[src/hdl/ccr_params.svh]
`ifndef CCR_PARAMS_SVH
`define CCR_PARAMS_SVH
// ----------------------------------------------------------------
// register map of the customer group
// ----------------------------------------------------------------
`define CCR_ADDR_W 11
`define CCR_SPACE_TOP 11'h7FF
`define CCR_OFF_IDENT 11'h000
`define CCR_OFF_CLKCTL 11'h004
`define CCR_CUST_TOP 11'h00F
`define CCR_BE_FULL 4'hF
// ----------------------------------------------------------------
// clock control fields
// ----------------------------------------------------------------
`define CCR_BIT_PLL_EN 0
`define CCR_BIT_SRC_SEL 1
`define CCR_BIT_PMUL_LO 2
`define CCR_BIT_PMUL_HI 3
`define CCR_BIT_RAM_DIV2 4
`define CCR_BIT_STOP 5
`define CCR_BIT_SDIV_LO 7
`define CCR_BIT_SDIV_HI 8
`define CCR_CLKCTL_RESET 32'h0000_0000
`define CCR_CLKCTL_WMASK 32'h0000_01BF
// ----------------------------------------------------------------
// multiplier factors, mode pins, protocol states, timing
// ----------------------------------------------------------------
`define CCR_MUL_CODE0 5'h14
`define CCR_MUL_CODE1 5'h10
`define CCR_MUL_CODE2 5'h0A
`define CCR_MUL_CODE3 5'h08
`define CCR_MODE_SERIAL_BIT 0
`define CCR_MODE_FSEL_LO 1
`define CCR_MODE_FSEL_HI 2
`define CCR_POCS_DEFAULT_CONFIG 6'h00
`define CCR_POCS_CONFIG 6'h0F
`define CCR_SWITCH_SETTLE 3'h4
`define CCR_STRAP_DELAY 2'h2
`endif

[src/hdl/ccr_pkg.sv]
package ccr_pkg;
   // host access as one bundle: strobe, direction, byte address, lanes, data
   typedef struct packed {
      logic req;
      logic we;
      logic [10:0] addr;
      logic [3:0] be;
      logic [31:0] wdata;
   } ccr_host_req_t;

   // host answer
   typedef struct packed {
      logic ack;
      logic [31:0] rdata;
   } ccr_host_rsp_t;

   // clock source switch sequence
   typedef enum logic [1:0] {
      CCR_SW_IDLE,
      CCR_SW_GATE,
      CCR_SW_SWAP,
      CCR_SW_OPEN
   } ccr_sw_state_t;
endpackage : ccr_pkg

[src/hdl/ccr_clk_div.sv]
`timescale 1ns/1ps
`include "ccr_params.svh"
// ----------------------------------------------------------------
// divider producing a clock enable, ratio 2**code
// ----------------------------------------------------------------
module ccr_clk_div #(
   parameter int CODE_W = 2,
   parameter int CNT_W = 3
) (
   input wire logic clk_sys,
   input wire logic rst_b,
   input wire logic [CODE_W-1:0] div_code,
   input wire logic stop,
   output logic clk_en
);
   logic [CNT_W-1:0] cnt_reg;
   logic [CODE_W-1:0] code_reg;
   logic stop_reg;
   logic [CNT_W-1:0] term;

   // last count of the running period
   assign term = CNT_W'((CNT_W'(1) << code_reg) - CNT_W'(1));

   // new ratio and stop only take effect at a period boundary, so no short pulse
   always_ff @(posedge clk_sys or negedge rst_b) begin
      if (!rst_b) begin
         cnt_reg <= '0;
         code_reg <= '0;
         stop_reg <= 1'b0;
      end else if (cnt_reg == term) begin
         cnt_reg <= '0;
         code_reg <= div_code;
         stop_reg <= stop;
      end else begin
         cnt_reg <= CNT_W'(cnt_reg + CNT_W'(1));
      end
   end

   // one enable at the start of each period
   always_ff @(posedge clk_sys or negedge rst_b) begin
      if (!rst_b) begin
         clk_en <= 1'b0;
      end else begin
         clk_en <= (cnt_reg == '0) && !stop_reg;
      end
   end
endmodule : ccr_clk_div

[src/hdl/ccr_clk_switch.sv]
`timescale 1ns/1ps
`include "ccr_params.svh"
// ----------------------------------------------------------------
// source select with gating around the change
// ----------------------------------------------------------------
module ccr_clk_switch (
   input wire logic clk_sys,
   input wire logic rst_b,
   input wire logic sel_req,
   output logic sel_out,
   output logic gate_off
);
   ccr_pkg::ccr_sw_state_t state_reg;
   logic [2:0] wait_reg;

   // gate, settle, swap, settle, open: the mux never flips under a live clock
   always_ff @(posedge clk_sys or negedge rst_b) begin
      if (!rst_b) begin
         state_reg <= ccr_pkg::CCR_SW_IDLE;
         wait_reg <= 3'h0;
         sel_out <= 1'b0;
         gate_off <= 1'b0;
      end else begin
         case (state_reg)
            ccr_pkg::CCR_SW_IDLE: begin
               wait_reg <= 3'h0;
               if (sel_req != sel_out) begin
                  gate_off <= 1'b1;
                  state_reg <= ccr_pkg::CCR_SW_GATE;
               end
            end
            ccr_pkg::CCR_SW_GATE: begin
               wait_reg <= 3'(wait_reg + 3'h1);
               if (wait_reg == 3'(`CCR_SWITCH_SETTLE - 3'h1)) begin
                  state_reg <= ccr_pkg::CCR_SW_SWAP;
               end
            end
            ccr_pkg::CCR_SW_SWAP: begin
               sel_out <= sel_req;
               wait_reg <= 3'h0;
               state_reg <= ccr_pkg::CCR_SW_OPEN;
            end
            ccr_pkg::CCR_SW_OPEN: begin
               wait_reg <= 3'(wait_reg + 3'h1);
               if (wait_reg == 3'(`CCR_SWITCH_SETTLE - 3'h1)) begin
                  gate_off <= 1'b0;
                  state_reg <= ccr_pkg::CCR_SW_IDLE;
               end
            end
            default: begin
               state_reg <= ccr_pkg::CCR_SW_IDLE;
               gate_off <= 1'b0;
            end
         endcase
      end
   end
endmodule : ccr_clk_switch

[src/hdl/ccr_top.sv]
`timescale 1ns/1ps
`include "ccr_params.svh"
module ccr_top #(
   parameter logic [7:0] MAKER_CODE = 8'hA5, // arbitrary value
   parameter logic [7:0] REVISION = 8'h01, // arbitrary value
   parameter logic [7:0] DEVICE_NUMBER = 8'h3C, // arbitrary value
   parameter logic [7:0] IP_CODE = 8'h5A // arbitrary value
) (
   input wire logic clk_sys,
   input wire logic rst_b,
   input ccr_pkg::ccr_host_req_t host_req,
   output ccr_pkg::ccr_host_rsp_t host_rsp,
   input wire logic [5:0] poc_state,
   input wire logic [2:0] mode_pins,
   output logic pll_enable,
   output logic [4:0] pll_factor,
   output logic sys_src_sel,
   output logic sys_clk_gate_off,
   output logic op_clk_en,
   output logic ram_clk_en
);
   // ----------------------------------------------------------------
   // declarations
   // ----------------------------------------------------------------
   logic [31:0] clkctl_reg;
   logic [31:0] clkctl_next;
   logic [2:0] mode_meta_reg;
   logic [2:0] mode_sync_reg;
   logic [1:0] strap_cnt_reg;
   logic init_done_reg;
   logic full_word;
   logic cfg_state;
   logic wr_clkctl;
   logic [31:0] ident_word;
   logic [31:0] rd_word;

   // word match on the 11-bit byte address
   function automatic logic hit(input logic [10:0] addr, input logic [10:0] off);
      hit = (addr[10:2] == off[10:2]);
   endfunction : hit

   // multiplier code to factor
   function automatic logic [4:0] mul_factor(input logic [1:0] code);
      case (code)
         2'h0: mul_factor = `CCR_MUL_CODE0;
         2'h1: mul_factor = `CCR_MUL_CODE1;
         2'h2: mul_factor = `CCR_MUL_CODE2;
         default: mul_factor = `CCR_MUL_CODE3;
      endcase
   endfunction : mul_factor

   // ----------------------------------------------------------------
   // mode pin capture
   // ----------------------------------------------------------------
   // pins are asynchronous; two stages before anything reads them
   always_ff @(posedge clk_sys or negedge rst_b) begin
      if (!rst_b) begin
         mode_meta_reg <= 3'h0;
         mode_sync_reg <= 3'h0;
      end else begin
         mode_meta_reg <= mode_pins;
         mode_sync_reg <= mode_meta_reg;
      end
   end

   // straps are taken a few edges after release, once the synchroniser is full
   always_ff @(posedge clk_sys or negedge rst_b) begin
      if (!rst_b) begin
         strap_cnt_reg <= 2'h0;
         init_done_reg <= 1'b0;
      end else if (!init_done_reg) begin
         strap_cnt_reg <= 2'(strap_cnt_reg + 2'h1);
         if (strap_cnt_reg == `CCR_STRAP_DELAY) begin
            init_done_reg <= 1'b1;
         end
      end
   end

   // ----------------------------------------------------------------
   // host access decode
   // ----------------------------------------------------------------
   assign full_word = (host_req.be == `CCR_BE_FULL);
   assign cfg_state = (poc_state == `CCR_POCS_DEFAULT_CONFIG) ||
                      (poc_state == `CCR_POCS_CONFIG);
   assign wr_clkctl = host_req.req && host_req.we && full_word && init_done_reg &&
                      cfg_state && hit(host_req.addr, `CCR_OFF_CLKCTL);
   assign ident_word = {MAKER_CODE, REVISION, DEVICE_NUMBER, IP_CODE};

   // read mux; words 0x8..0xF and all other offsets here read zero
   always_comb begin
      rd_word = 32'h0000_0000;
      if (hit(host_req.addr, `CCR_OFF_IDENT)) begin
         rd_word = ident_word;
      end else if (hit(host_req.addr, `CCR_OFF_CLKCTL)) begin
         rd_word = clkctl_reg & `CCR_CLKCTL_WMASK;
      end
   end

   // ----------------------------------------------------------------
   // clock control register
   // ----------------------------------------------------------------
   // reserved bits are masked on the way in so they can never read back set
   always_comb begin
      clkctl_next = clkctl_reg;
      if (!init_done_reg && strap_cnt_reg == `CCR_STRAP_DELAY &&
          !mode_sync_reg[`CCR_MODE_SERIAL_BIT]) begin
         clkctl_next[`CCR_BIT_PLL_EN] = 1'b1;
         clkctl_next[`CCR_BIT_PMUL_HI:`CCR_BIT_PMUL_LO] =
            mode_sync_reg[`CCR_MODE_FSEL_HI:`CCR_MODE_FSEL_LO];
      end else if (wr_clkctl) begin
         clkctl_next = host_req.wdata & `CCR_CLKCTL_WMASK;
      end
   end

   // identity writes fall through the decode untouched
   always_ff @(posedge clk_sys or negedge rst_b) begin
      if (!rst_b) begin
         clkctl_reg <= `CCR_CLKCTL_RESET;
      end else begin
         clkctl_reg <= clkctl_next;
      end
   end

   // one-cycle acknowledge, data held until the next read
   always_ff @(posedge clk_sys or negedge rst_b) begin
      if (!rst_b) begin
         host_rsp.ack <= 1'b0;
         host_rsp.rdata <= 32'h0000_0000;
      end else begin
         host_rsp.ack <= host_req.req;
         if (host_req.req && !host_req.we) begin
            host_rsp.rdata <= rd_word;
         end
      end
   end

   // ----------------------------------------------------------------
   // pll controls
   // ----------------------------------------------------------------
   // lock waiting is the host's job; the pll pin simply follows the bit
   always_ff @(posedge clk_sys or negedge rst_b) begin
      if (!rst_b) begin
         pll_enable <= 1'b0;
         pll_factor <= `CCR_MUL_CODE0;
      end else begin
         pll_enable <= clkctl_reg[`CCR_BIT_PLL_EN];
         pll_factor <= mul_factor(clkctl_reg[`CCR_BIT_PMUL_HI:`CCR_BIT_PMUL_LO]);
      end
   end

   // ----------------------------------------------------------------
   // clock shaping
   // ----------------------------------------------------------------
   ccr_clk_switch u_switch (
      .clk_sys(clk_sys),
      .rst_b(rst_b),
      .sel_req(clkctl_reg[`CCR_BIT_SRC_SEL]),
      .sel_out(sys_src_sel),
      .gate_off(sys_clk_gate_off)
   );

   ccr_clk_div #(.CODE_W(2), .CNT_W(3)) u_op_div (
      .clk_sys(clk_sys),
      .rst_b(rst_b),
      .div_code(clkctl_reg[`CCR_BIT_SDIV_HI:`CCR_BIT_SDIV_LO]),
      .stop(clkctl_reg[`CCR_BIT_STOP]),
      .clk_en(op_clk_en)
   );

   ccr_clk_div #(.CODE_W(1), .CNT_W(1)) u_ram_div (
      .clk_sys(clk_sys),
      .rst_b(rst_b),
      .div_code(clkctl_reg[`CCR_BIT_RAM_DIV2]),
      .stop(clkctl_reg[`CCR_BIT_STOP]),
      .clk_en(ram_clk_en)
   );
endmodule : ccr_top

[config.mk]
export PLATFORM = sky130hd
export DESIGN_NAME = ccr_top
export DESIGN_NICKNAME = d
export VERILOG_FILES = /design/src/hdl/ccr_pkg.sv /design/src/hdl/ccr_clk_div.sv /design/src/hdl/ccr_clk_switch.sv /design/src/hdl/ccr_top.sv
export VERILOG_INCLUDE_DIRS = /design/src /design/src/hdl
export SDC_FILE = /design/constraint.sdc
export NUM_CORES = 1
export LEC_CHECK = 0
export BUFFER_PORTS_ARGS = -buffer_cell sky130_fd_sc_hd__buf_4
export CORE_MARGIN = 1.5
export CORE_UTILIZATION = 40
export DETAILED_ROUTE_END_ITERATION = 12
export PLACE_DENSITY_LB_ADDON = 0.12
export SYNTH_ARGS = -nofsm -noshare
export SYNTH_HDL_FRONTEND = slang
export SYNTH_SLANG_ARGS = --single-unit
[constraint.sdc]
create_clock -name clk_sys -period 2.2 [get_ports clk_sys]
set_input_delay 0.22 -clock clk_sys [delete_from_list [all_inputs] [get_ports clk_sys]]
set_output_delay 0.22 -clock clk_sys [all_outputs]
set_load 0.03 [all_outputs]
Yosys cells after proc, flatten, opt, wreduce, memory -nomap -nowiden:

Cells that the tools add are included.

* add/sub/neg operators: 6
* equality and inequality tests: 16
* shift operators: 2
* muxes and demuxes: 18
* bitwise gates (word level): 2
* reduce and logical (&&, ||, !) cells: 28

Operators by type and width (number)
* $mux W32: 1
* $pmux W5 S3: 1
* $logic_and A1 B1 Y1: 10
* $eq A9 B1 Y1 const B: 1
* $logic_not A9 Y1: 1
* $mux W9: 1
* $eq A2 B2 Y1 const B: 4
* $mux W2: 4
* $pmux W2 S4: 1
* $add A3 B1 Y3 const B: 2
* $eq A6 B4 Y1 const B: 1
* $logic_not A6 Y1: 1
* $mux W1: 6
* $ne A2 B1 Y1 const B: 3
* $pmux W3 S2: 1
* $reduce_and A3 Y1: 2
* $logic_not A1 Y1: 5
* $eq A2 B1 Y1 const B: 2
* $eq A4 B4 Y1 const B: 1
* $logic_not A2 Y1: 2
* $mux W4: 1
* $reduce_bool A2 Y1: 2
* $reduce_or A2 Y1: 2
* $eq A3 B2 Y1 const B: 1
* other kinds (15): 16

* register bits after elaboration: 74
* input bits: 60

Logic depth before layout (Yosys ltp):

Gate-level depths: netlist of run 1.

* depth after elaboration: 7
* depth in mapped cells: 6
* gate-level depth less buffers: 6

By module:

From an unflattened synthesis of run 1, not the netlist that was laid out.

* cell total of the unflattened synthesis: 205
* area total of the unflattened synthesis: 2398.6 sq um

Modules (own cells, without submodules)
* ccr_top: instances 1, cells an instance 124, area an instance 1431.4 sq um
* ccr_clk_div at u_op_div: instances 1, cells an instance 43, area an instance 452.9 sq um
* ccr_clk_switch: instances 1, cells an instance 29, area an instance 371.6 sq um
* ccr_clk_div at u_ram_div: instances 1, cells an instance 9, area an instance 142.6 sq um

Worst setup path before layout of run 1:

No wires, ideal clock.

* path kind: flip-flop to flip-flop
* start: register init_done_reg
* end: register clkctl_reg[1]
* library setup time: 0.125 ns
* arrival time: 1.674 ns
* data required time: 2.075 ns
* setup slack: 0.401 ns
* stages on the path, launching flop included: 5
* buffers on the path: 1
* cell sequence: dfrtp_1 -> or4b_1 -> or4_1 -> buf_6 -> mux2_4

* word-level cells in the longest chain between the ends: 5
* elaborated cells on any way between the ends: 8
* those cells by class: bitwise: 1; reduce/logical: 7

Ends and longest elaborated chain
* start: declaration: RTL line ccr_top.sv:30 `logic init_done_reg;`
* start signal: assignment: RTL line ccr_top.sv:70 `init_done_reg <= 1'b0;`
* start signal: assignment: RTL line ccr_top.sv:74 `init_done_reg <= 1'b1;`
* $logic_not A1 Y1: RTL line ccr_top.sv:105 `` if (!init_done_reg && strap_cnt_reg == `CCR_STRAP_DELAY && ``
* $logic_and A1 B1 Y1 (no source line)
* $logic_and A1 B1 Y1: RTL line ccr_top.sv:105
* $not A1 Y1 (no source line)
* $reduce_and A2 Y1 (no source line) *
* end signal: assignment: RTL line ccr_top.sv:118 `` clkctl_reg <= `CCR_CLKCTL_RESET; ``
* end signal: assignment: RTL line ccr_top.sv:120 `clkctl_reg <= clkctl_next;`
* end: declaration: RTL line ccr_top.sv:25 `logic [31:0] clkctl_reg;`

Mark *: on every way between the ends. The rest lies on a longest branch, timed or not.
A chain may end at the register's enable or synchronous reset.

Final worst setup path of run 1:

* start: register init_done_reg
* end: register clkctl_reg[7]

Same word-level chain as after synthesis.

==> results.toml, run 1 <==
[timing]
setup_viol = 0
tns_ps = 0
rsz0062_at_grt = "no"
max_freq_mhz = 511
fin_crit_sh_pct = 88.9
worst_pin_slew_ps = 618
final_hold_viol_count = 0
slew-limit-headroom_pct = 58.8
hold_ws_ps = 16.7
period_minus_slack_ps = 1960
finalMaxSlewViolations = 0
clock_skew_ps = 4.20

[placed_design]
gp_congestion = 0.693
numPortBuffers = 61
place_hpwl_um = 3110

[routing]
drtIter0Drc = 45
drc = 0
met2_length_um = 2020
ant_nets = 0
wl_met3_um = 231
dr.max_layer_used = "met4"
wl_met1_um = 1770
detail_route.wl_per_cell_um = 12.5
first_pass_iters = 4
totalWireLength_um = 4080
via_count = 1481
avgViaCountPerCell = 4.53

[clock_tree]
hold_buffers = 1
cts_num_sinks = 50
cts_resized = 0
cts_buffers = 5
htree_num_levels = 2
cts_tree = "built"
post-cts-setup-buffer-count = 0
clkTransAtPathRegs_ps = 90
clk_latency_ps = 300
cts_root_buffer = "clkbuf_8"
cts_max_path_buffers = 2

[flow_run]
cap_violations = 0

[power_and_ir_drop]
powerDensity_mw_per_mm2 = 745
vdd_drop_max_mv = 0.529
power_switching_uw = 536
clock_power_share_pct = 35.9
intPower_mw = 1.59
p_leak_nw = 1.45
p_comb_share_pct = 16.5
p_seq_share_pct = 47.6
switching_share_pct = 25.3

[synthesis]
netlist_area_mm2 = 0.00226
avgSynthCellArea_um2 = 11.7
synthCells = 193
synth.top_cell.area_share_pct = 53.2
ys_ff_latch = 50
ys_seq_area_share_pct = 55.6
synth-main-ff-cell = "dfrtp_1"
ys_async_sr_fraction_pct = 100
ys.warnings.count = 0
synth_area_leader_cell = "dfrtp_1"
synth.distinct_cells = 35
synth_area_leaders = "dfrtp_1, buf_4, ha_1"
synth_edf_count = 0

[setup_path]
critical_path_required_ps = 2390
crit_type = "reg -> reg"
crit_path_cell_trace = "or4b_1, or4_1, buf_4, mux2_4"
cp_data_arrival_time_ps = 2150
cp-end-kind = "register"
cp_slowest_stage_delay_ps = 480
critPathLaunchType = "register"
worst_path_max_delay_cell = "dfrtp_1"
crit_path_max_fanout = 7

[floorplanning]
rows = 27
fp.dieH_um = 78.1
start_util_pct = 41.2
core-area_mm2 = 0.00547
dieArea_mm2 = 0.00610
die_w_um = 78.1
io_pins = 103

[finish]
drive_above_1_share_pct = 35.3
synthToLayoutAreaGrowth_pct = 26.2
largest_reg_flops = 10
antenna-diode-count = 0
layout.nets = 324

[grt]
grt_usage_pct = 14.3
antenna_found_initial = 0
grt_max_degree = 51
grt_pass1_wl_um = 6580
grt_pass1_vias = 1420
grt_overflow = 0

[hold_path]
hp-class = "in -> reg"

[status]
status = "complete, no violations"
==> final timing paths <==
check                      cells past startpoint                   to              from  slack [ps]
max in group asynchronous                      2     strap_cnt_reg[0]             rst_b        1320
hold / removal                                 1     mode_meta_reg[1]      mode_pins[1]          20
setup / recovery                               4        clkctl_reg[7]     init_done_reg         240
hold reg to reg                                0     mode_sync_reg[0]  mode_meta_reg[0]         350
min in group asynchronous                      2  u_op_div.cnt_reg[0]             rst_b         470
setup reg to reg                               4        clkctl_reg[7]     init_done_reg         240
==> cells in the mapped netlist (2+ instances only) <==
cell type   n
and2_1      4
dfrtp_1    48
a221o_1     2
ha_1       10
a21oi_1     3
nand2_1    20
mux2_4      5
o21ai_0     7
mux2i_1     2
nor2b_1     5
nor2_1     12
mux2_2      8
buf_4      24
nand3_1     2
xnor2_1     2
dfstp_2     2
inv_1      10
nor3b_1     2
o31ai_1     3
or4_1       2
nor4_1      2
xor2_1      2
nor4_2      2
nand2b_1    2
clkbuf_1    2
==> area by class of cell <==
cell class              count  area (um^2)
multi-input cells         120          818
well taps                  72         90.1
repair buffers             67          510
clock buffers               5         68.8
inverters                  10         37.5
clock inverters             3         68.8
flip-flops and latches     50         1250
fillers                   513         2630
==> critical path: cells and delay by family, from the launching register on <==
kind	cells	cell delay [ps]
AND/OR/NAND/NOR	2	890
multiplexers	1	290
buffers and inverters	1	190
flip-flops	1	480
==> cell usage in the layout, fill, tap and decap left out, types with 3 or more instances in the layout <==
| cell type | instances |
|---|---|
| inv_1 | 10 |
| buf_4 | 64 |
| nand2_1 | 20 |
| o31ai_1 | 3 |
| dfrtp_1 | 48 |
| o21ai_0 | 7 |
| conb_1 | 15 |
| ha_1 | 10 |
| nor2b_1 | 5 |
| mux2_2 | 8 |
| clkbuf_8 | 5 |
| a21oi_1 | 3 |
| and2_1 | 4 |
| mux2_4 | 5 |
| nor2_1 | 12 |
| dlygate4sd3_1 | 3 |
==> kinds of logic (layout without fill, tap and decap cells) <==
logic type	after synthesis	after routing	synth area share, %
AOI/OAI and AO/OA	17	17	4.77
xor gates and xnor gates	4	4	1.55
adders and majority gates	10	10	5.55
buffers and inverters	37	85	10.5
DFF	50	50	55.6
muxes	15	15	8.21
other	1	15	0.166
and+or+nand+nor	59	59	13.7
==> metrics by stage <==
step	cell area (um^2)	std cells	power, mW	setup WS, ps	util (%)
6_report	2850	327	2.12	244	52.0
3_5_place_dp	2680	316	1.38	216	49.0
3_3_place_gp	2680	316	1.38	211	49.0
4_1_cts	2830	325	2.15	228	51.7
5_1_grt	2850	327	2.25	170	52.0
2_1_floorplan	2310	207	1.28	401	-
==> power by group through the flow <==
stage               sequential (mW)  combinational [mW]  clock (mW)
finish                         1.01               0.351       0.762
global route                   1.02               0.410       0.818
CTS                            1.01               0.357       0.783
detailed placement             1.03               0.354           0
global placement               1.03               0.351           0
floorplan                      1.04               0.235           0
==> routing by layer <==
layer | vias up | global-route usage [%]
met1 | 693 | 17.3
met5 | - | 0
li1 | 727 | -
met2 | 55 | 23.8
met3 | 6 | 4.30
met4 | 0 | 6.07
No activity file was read; power rests on OpenSTA's default activity.
==> inputs of run 2 (changes only) <==
--- a/config.mk
+++ b/config.mk
@@ -6,6 +6,7 @@
 export SDC_FILE = /design/constraint.sdc
 export NUM_CORES = 1
 export LEC_CHECK = 0
+export ABC_AREA = 1
 export BUFFER_PORTS_ARGS = -buffer_cell sky130_fd_sc_hd__buf_4
 export CORE_MARGIN = 1.5
 export CORE_UTILIZATION = 40
==> constraint.sdc (replaced) <==
create_clock -name clk_sys -period 1.6 [get_ports clk_sys]
set_input_delay 0.16 -clock clk_sys [delete_from_list [all_inputs] [get_ports clk_sys]]
set_output_delay 0.16 -clock clk_sys [all_outputs]
set_load 0.03 [all_outputs]
==> run 2 against run 1 <==
Critical path depth increased by 1. Final area increased by 0.70%. Via count increased by 7.6%. Area after synthesis increased by 0.94%. Synthesized cell count increased by 22%. Combinational power increased by 48%. Hold slack improved by 63 ps. Clock power increased by 19%. Clock skew increased by 5.4 ps. Critical path type unchanged. Critical endpoint is now u_switch.state_reg[0].
==> results.toml, run 2 <==
[timing]
final_hold_viol_count = 0
slew-limit-headroom_pct = 57.6
setup_viol = 0
finalMaxSlewViolations = 0
clock_skew_ps = 9.57
fin_crit_sh_pct = 90.0
period_minus_slack_ps = 1440
layout_setup_ws_ps = 161
hold_ws_ps = 79.8
rsz0062_at_grt = "no"
worst_pin_slew_ps = 637
tns_ps = 0
max_freq_mhz = 695

[synthesis]
ys_seq_area_share_pct = 55.1
synth_area_leader_cell = "dfrtp_1"
synth.most_common_cell = "dfrtp_1"
synth.top_cell.area_share_pct = 52.7
synth.distinct_cells = 26
synth_common_cells = "dfrtp_1, nand2_1, inv_1"
synthCells = 235
synth_area_leaders = "dfrtp_1, buf_4, nand2_1"
ys_ff_latch = 50
synth-main-ff-cell = "dfrtp_1"
ys_async_sr_fraction_pct = 100
netlist_area_mm2 = 0.00228
ys.warnings.count = 0
avgSynthCellArea_um2 = 9.69
synth_edf_count = 0

[floorplanning]
start_util_pct = 41.4
io_pins = 103
die_w_um = 78.5
rows = 27
fp.dieH_um = 78.5
core-area_mm2 = 0.00551
dieArea_mm2 = 0.00615

[setup_path]
crit_type = "reg -> reg"
r2r_end = "u_switch.state_reg[0]"
crit_family = "compound AO/OA/AOI/OAI gates"
crit_buf_inv = 0
crit_path_cell_trace = "ha_1, ha_1, o21ai_0, nor3_1, a21oi_1"
cpMostUsedCell = "ha_1"
rrSetupSlack_ps = 160
reg2reg_from = "u_switch.wait_reg[0]"
crit_path_max_fanout = 4
critical_path_required_ps = 1830
cp-end-kind = "register"
cp_data_arrival_time_ps = 1670
critPathLaunchType = "register"
cp_slowest_stage_delay_ps = 390
reg2reg_depth = 5
worst_path_max_delay_cell = "dfrtp_1"

[hold_path]
hold_start = "host_req[1]"
whs_endpoint = "clkctl_reg[1]"
hp-class = "in -> reg"
whs_path_depth = 3

[routing]
drc = 0
detail_route.wl_per_cell_um = 10.9
totalWireLength_um = 4040
via_count = 1594
avgViaCountPerCell = 4.28
drtIter0Drc = 66
ant_nets = 0
first_pass_iters = 4

[finish]
synthToLayoutAreaGrowth_pct = 25.9
drive_above_1_share_pct = 29.0
antenna-diode-count = 0
largest_reg_flops = 10
layout_common_cells = "buf_4, dfrtp_1, nand2_1"
layout.nets = 369
instances_no_fill = 372
final_common_cell = "buf_4"

[clock_tree]
cts_buffers = 5
clk_latency_ps = 310
htree_num_levels = 2
post-cts-setup-buffer-count = 0
cts_num_sinks = 50
clkTransAtPathRegs_ps = 100
cts_max_path_buffers = 2
cts_resized = 0
cts_tree = "built"
cts_root_buffer = "clkbuf_8"

[placed_design]
gp_congestion = 0.674
dpl_worst_slack_ps = 146
place_hpwl_um = 2960
dp_cells = 359
numPortBuffers = 61

[grt]
grt_pass1_vias = 1573
grt_max_degree = 51
grt_usage_pct = 15.1
antenna_found_initial = 0
grt_overflow = 0
grt_pass1_wl_um = 7140

[power_and_ir_drop]
fin_total_pwr_mw = 2.83
p_leak_nw = 1.47
vdd_drop_max_mv = 0.619
powerDensity_mw_per_mm2 = 987

[flow_run]
cap_violations = 0

[status]
status = "complete, no violations"
## run 2: cell count changes after synthesis, moves of 7 or more
cell,before,now
nand2_1,20,42
o21ai_0,7,14
inv_1,10,27
nor2_1,12,23
nand3_1,2,14
mux2_2,8,1
## run 2: cell type report
type,count,area (um^2)
inverter,27,101
multi-input combinational,146,779
clock buffer,5,68.8
timing repair buffer,69,531
fill,514,2640
sequential,50,1250
tap,72,90.1
clock inverter,3,43.8
## run 2: report_power, final
part | internal (mW) | switching [mW] | leakage [nW] | total (mW)
Combinational | 0.200 | 0.320 | 0.802 | 0.520
Clock | 0.469 | 0.438 | 0.0585 | 0.907
Sequential | 1.36 | 0.0495 | 0.610 | 1.40
## run 2: stage by stage
stage                     util, %  instance area [um^2]
after CTS                    52.1                  2870
after detailed placement     49.1                  2710
after floorplan                 -                  2330
after global placement       49.1                  2710
final                        52.1                  2870
after global routing         52.1                  2870
## run 2: how the worst max path moves through the flow
stage / start / slack [ps] / depth (start not counted) / endpoint
6_report: u_switch.wait_reg[0] / 160 / 5 / u_switch.state_reg[0]
3_5_place_dp: u_switch.wait_reg[0] / 150 / 5 / u_switch.state_reg[0]
4_1_cts: u_switch.wait_reg[0] / 130 / 5 / u_switch.state_reg[0]
3_3_place_gp: u_switch.wait_reg[0] / 170 / 5 / u_switch.state_reg[0]
2_1_floorplan: u_switch.wait_reg[0] / 320 / 5 / u_switch.state_reg[0]
5_1_grt: u_switch.wait_reg[0] / 4 / 5 / u_switch.state_reg[1]
## run 2: kinds of logic (layout without fill, tap and decap cells)
group	Yosys count	in the layout	share of synthesized area, %
AO/OA/AOI/OAI	21	21	4.78
XOR/XNOR	5	5	1.92
adder cells (fa/ha/maj)	10	10	5.49
buffers and inverters	53	104	13.0
flip-flops	50	50	55.1
multiplexers	1	1	0.494
other	1	15	0.165
AND/OR/NAND/NOR	94	94	19.1
## run 2: what timing repair did
action / CTS / global route
hold endpoints to repair: 52 / 0
hold buffers: 5 / 0
setup endpoints to repair: 0 / 0
## run 2: routing by layer
metal / up-vias / global-route usage (%) / wire length, um
met5: - / 0 / 0
met4: 0 / 5.71 / 72
met3: 9 / 4.88 / 252
met2: 42 / 25.8 / 1870
met1: 720 / 17.7 / 1850
li1: 823 / - / -
## run 2: worst min-delay path, cell delays in order
cell     delay, ps
buf_4           80
nand3_1         60
nand2_1         60
==> inputs of run 3 (changes only) <==
--- a/config.mk
+++ b/config.mk
@@ -8,10 +8,11 @@
 export LEC_CHECK = 0
 export ABC_AREA = 1
 export BUFFER_PORTS_ARGS = -buffer_cell sky130_fd_sc_hd__buf_4
+export CAP_MARGIN = 20
 export CORE_MARGIN = 1.5
 export CORE_UTILIZATION = 40
 export DETAILED_ROUTE_END_ITERATION = 12
-export PLACE_DENSITY_LB_ADDON = 0.12
+export PLACE_DENSITY = 0.7
 export SYNTH_ARGS = -nofsm -noshare
 export SYNTH_HDL_FRONTEND = slang
 export SYNTH_SLANG_ARGS = --single-unit
==> run 3 against run 2 <==
Largest cell class unchanged. Worst setup slack better by 100 ps. Largest power group unchanged. Highest routed layer unchanged. Clock skew is 3.5 ps lower. Non-clock buffer count stayed put. Critical path depth is 2 higher. Sequential cell count stayed put. Utilization is 0.55 points higher. Global-route usage is 1.3 points lower. Clock power is 17% higher. Hold slack better by 20 ps.
==> results.toml, run 3 (synthesized netlist as in run 2, its figures left out) <==
[finish]
postLayoutCoreUtil_pct = 52.6
finalInstanceArea_mm2 = 0.00290
nFillCells = 518
final_common_cell = "buf_4"
layout.nets = 369
layout_common_cells = "buf_4, dfrtp_1, nand2_1"
instances_no_fill = 372
largest_reg_flops = 10
drive_above_1_share_pct = 29.0
synthToLayoutAreaGrowth_pct = 27.3
antenna-diode-count = 0

[status]
status = "complete, no violations"

[timing]
slew-limit-headroom_pct = 60.1
period_minus_slack_ps = 1340
setup_viol = 0
finalMaxSlewViolations = 0
fin_crit_sh_pct = 83.5
worst_pin_slew_ps = 599
clock_skew_ps = 6.05
final_hold_viol_count = 0
rsz0062_at_grt = "no"
max_freq_mhz = 748
tns_ps = 0

[setup_path]
worst_path_max_delay_cell = "dfrtp_1"
crit_path_cell_trace = "nand2_1, nor2_2, nand3_2, nor2_4, nand2_4, nand3_1, nand3_1"
cp-end-kind = "register"
critPathLaunchType = "register"
cp_slowest_stage_delay_ps = 440
crit_family = "simple AND/OR/NAND/NOR gates"
crit_buf_inv = 0
critical_path_required_ps = 1790
crit_path_max_fanout = 9
cpMostUsedCell = "nand3_1"
cp_data_arrival_time_ps = 1520
crit_type = "reg -> reg"

[routing]
avgViaCountPerCell = 4.27
drtIter0Drc = 54
drc = 0
first_pass_iters = 4
ant_nets = 0
via_count = 1590
totalWireLength_um = 3780
detail_route.wl_per_cell_um = 10.1

[clock_tree]
clkTransAtPathRegs_ps = 90
cts_root_buffer = "clkbuf_8"
cts_buffers = 5
cts_num_sinks = 50
cts_max_path_buffers = 2
cts_tree = "built"
post-cts-setup-buffer-count = 0
clk_latency_ps = 290
htree_num_levels = 2

[floorplanning]
io_pins = 103
fp.dieH_um = 78.5
start_util_pct = 41.4
dieArea_mm2 = 0.00615
core-area_mm2 = 0.00551
rows = 27
die_w_um = 78.5

[grt]
grt_usage_pct = 13.8
grt_pass1_vias = 1582
grt_pass1_wl_um = 6690
grt_max_degree = 51
antenna_found_initial = 0
grt_overflow = 0

[placed_design]
dp_cells = 359
detailed_place.area_mm2 = 0.00271
place_hpwl_um = 2820
gp_congestion = 0.786
numPortBuffers = 61

[power_and_ir_drop]
powerDensity_mw_per_mm2 = 1030
vdd_drop_max_mv = 0.593
p_leak_nw = 1.48
fin_total_pwr_mw = 3.00

[hold_path]
hp-class = "in -> reg"

[flow_run]
cap_violations = 0
-- run 3: cell types whose count changed in the layout (fill, tap and decap cells not counted), sizes merged --
cell,delta
clkinv,-1
clkbuf,+1
bufinv,+1
inv,-1
-- run 3: area by class of cell --
cell class | count | area [um^2] | share of cell area [%]
inverters | 27 | 101 | 3.50
flip-flops and latches | 50 | 1250 | 43.3
clock buffers | 6 | 82.6 | 2.85
repair buffers | 69 | 531 | 18.3
well taps | 72 | 90.1 | 3.11
clock inverters | 2 | 60.1 | 2.07
multi-input cells | 146 | 779 | 26.9
-- run 3: metrics by stage --
step           hold slack [ps]  setup slack [ps]
3_3_place_gp               217               227
2_1_floorplan             -136               322
5_1_grt                   94.4               116
6_report                   100               264
3_5_place_dp               222               191
4_1_cts                   91.5               159
-- run 3: what timing repair did --
item / in CTS / in global routing
endpoints found under the setup margin: 0 / 2
hold buffers: 5 / 0
gates resized for setup: 0 / 1
endpoints found under the hold margin: 52 / 0
-- run 3: worst paths after layout --
kind,from,to,slack (ps),cells after the start
setup / recovery,init_done_reg,clkctl_reg[3],260,7
hold / removal,host_req[8],clkctl_reg[8],100,3
setup reg to reg,init_done_reg,clkctl_reg[3],260,7
hold reg to reg,mode_meta_reg[1],mode_sync_reg[1],350,0
max in group asynchronous,rst_b,u_switch.state_reg[0],780,2
min in group asynchronous,rst_b,u_op_div.clk_en,420,2
-- run 3: power breakdown --
group          total [mW]  internal (mW)  switching, mW
Combinational       0.530          0.206          0.324
Sequential           1.41           1.36         0.0530
Clock                1.06          0.666          0.392
Total                3.00           2.23          0.769
-- run 3: layer usage --
metal | GRT usage (%) | share of wire (%) | wire length (um) | vias to the layer above
met5 | 0 | 0 | 0 | -
met1 | 16.3 | 44 | 1650 | 710
met3 | 4.19 | 6.0 | 225 | 2
met2 | 24.3 | 50 | 1880 | 54
li1 | - | - | - | 824
met4 | 3.75 | 0.50 | 19 | 0
-- run 3: worst min-delay path: stages --
cell and delay [ps]:
buf_4 80, nand3_1 60, nand2_1 60
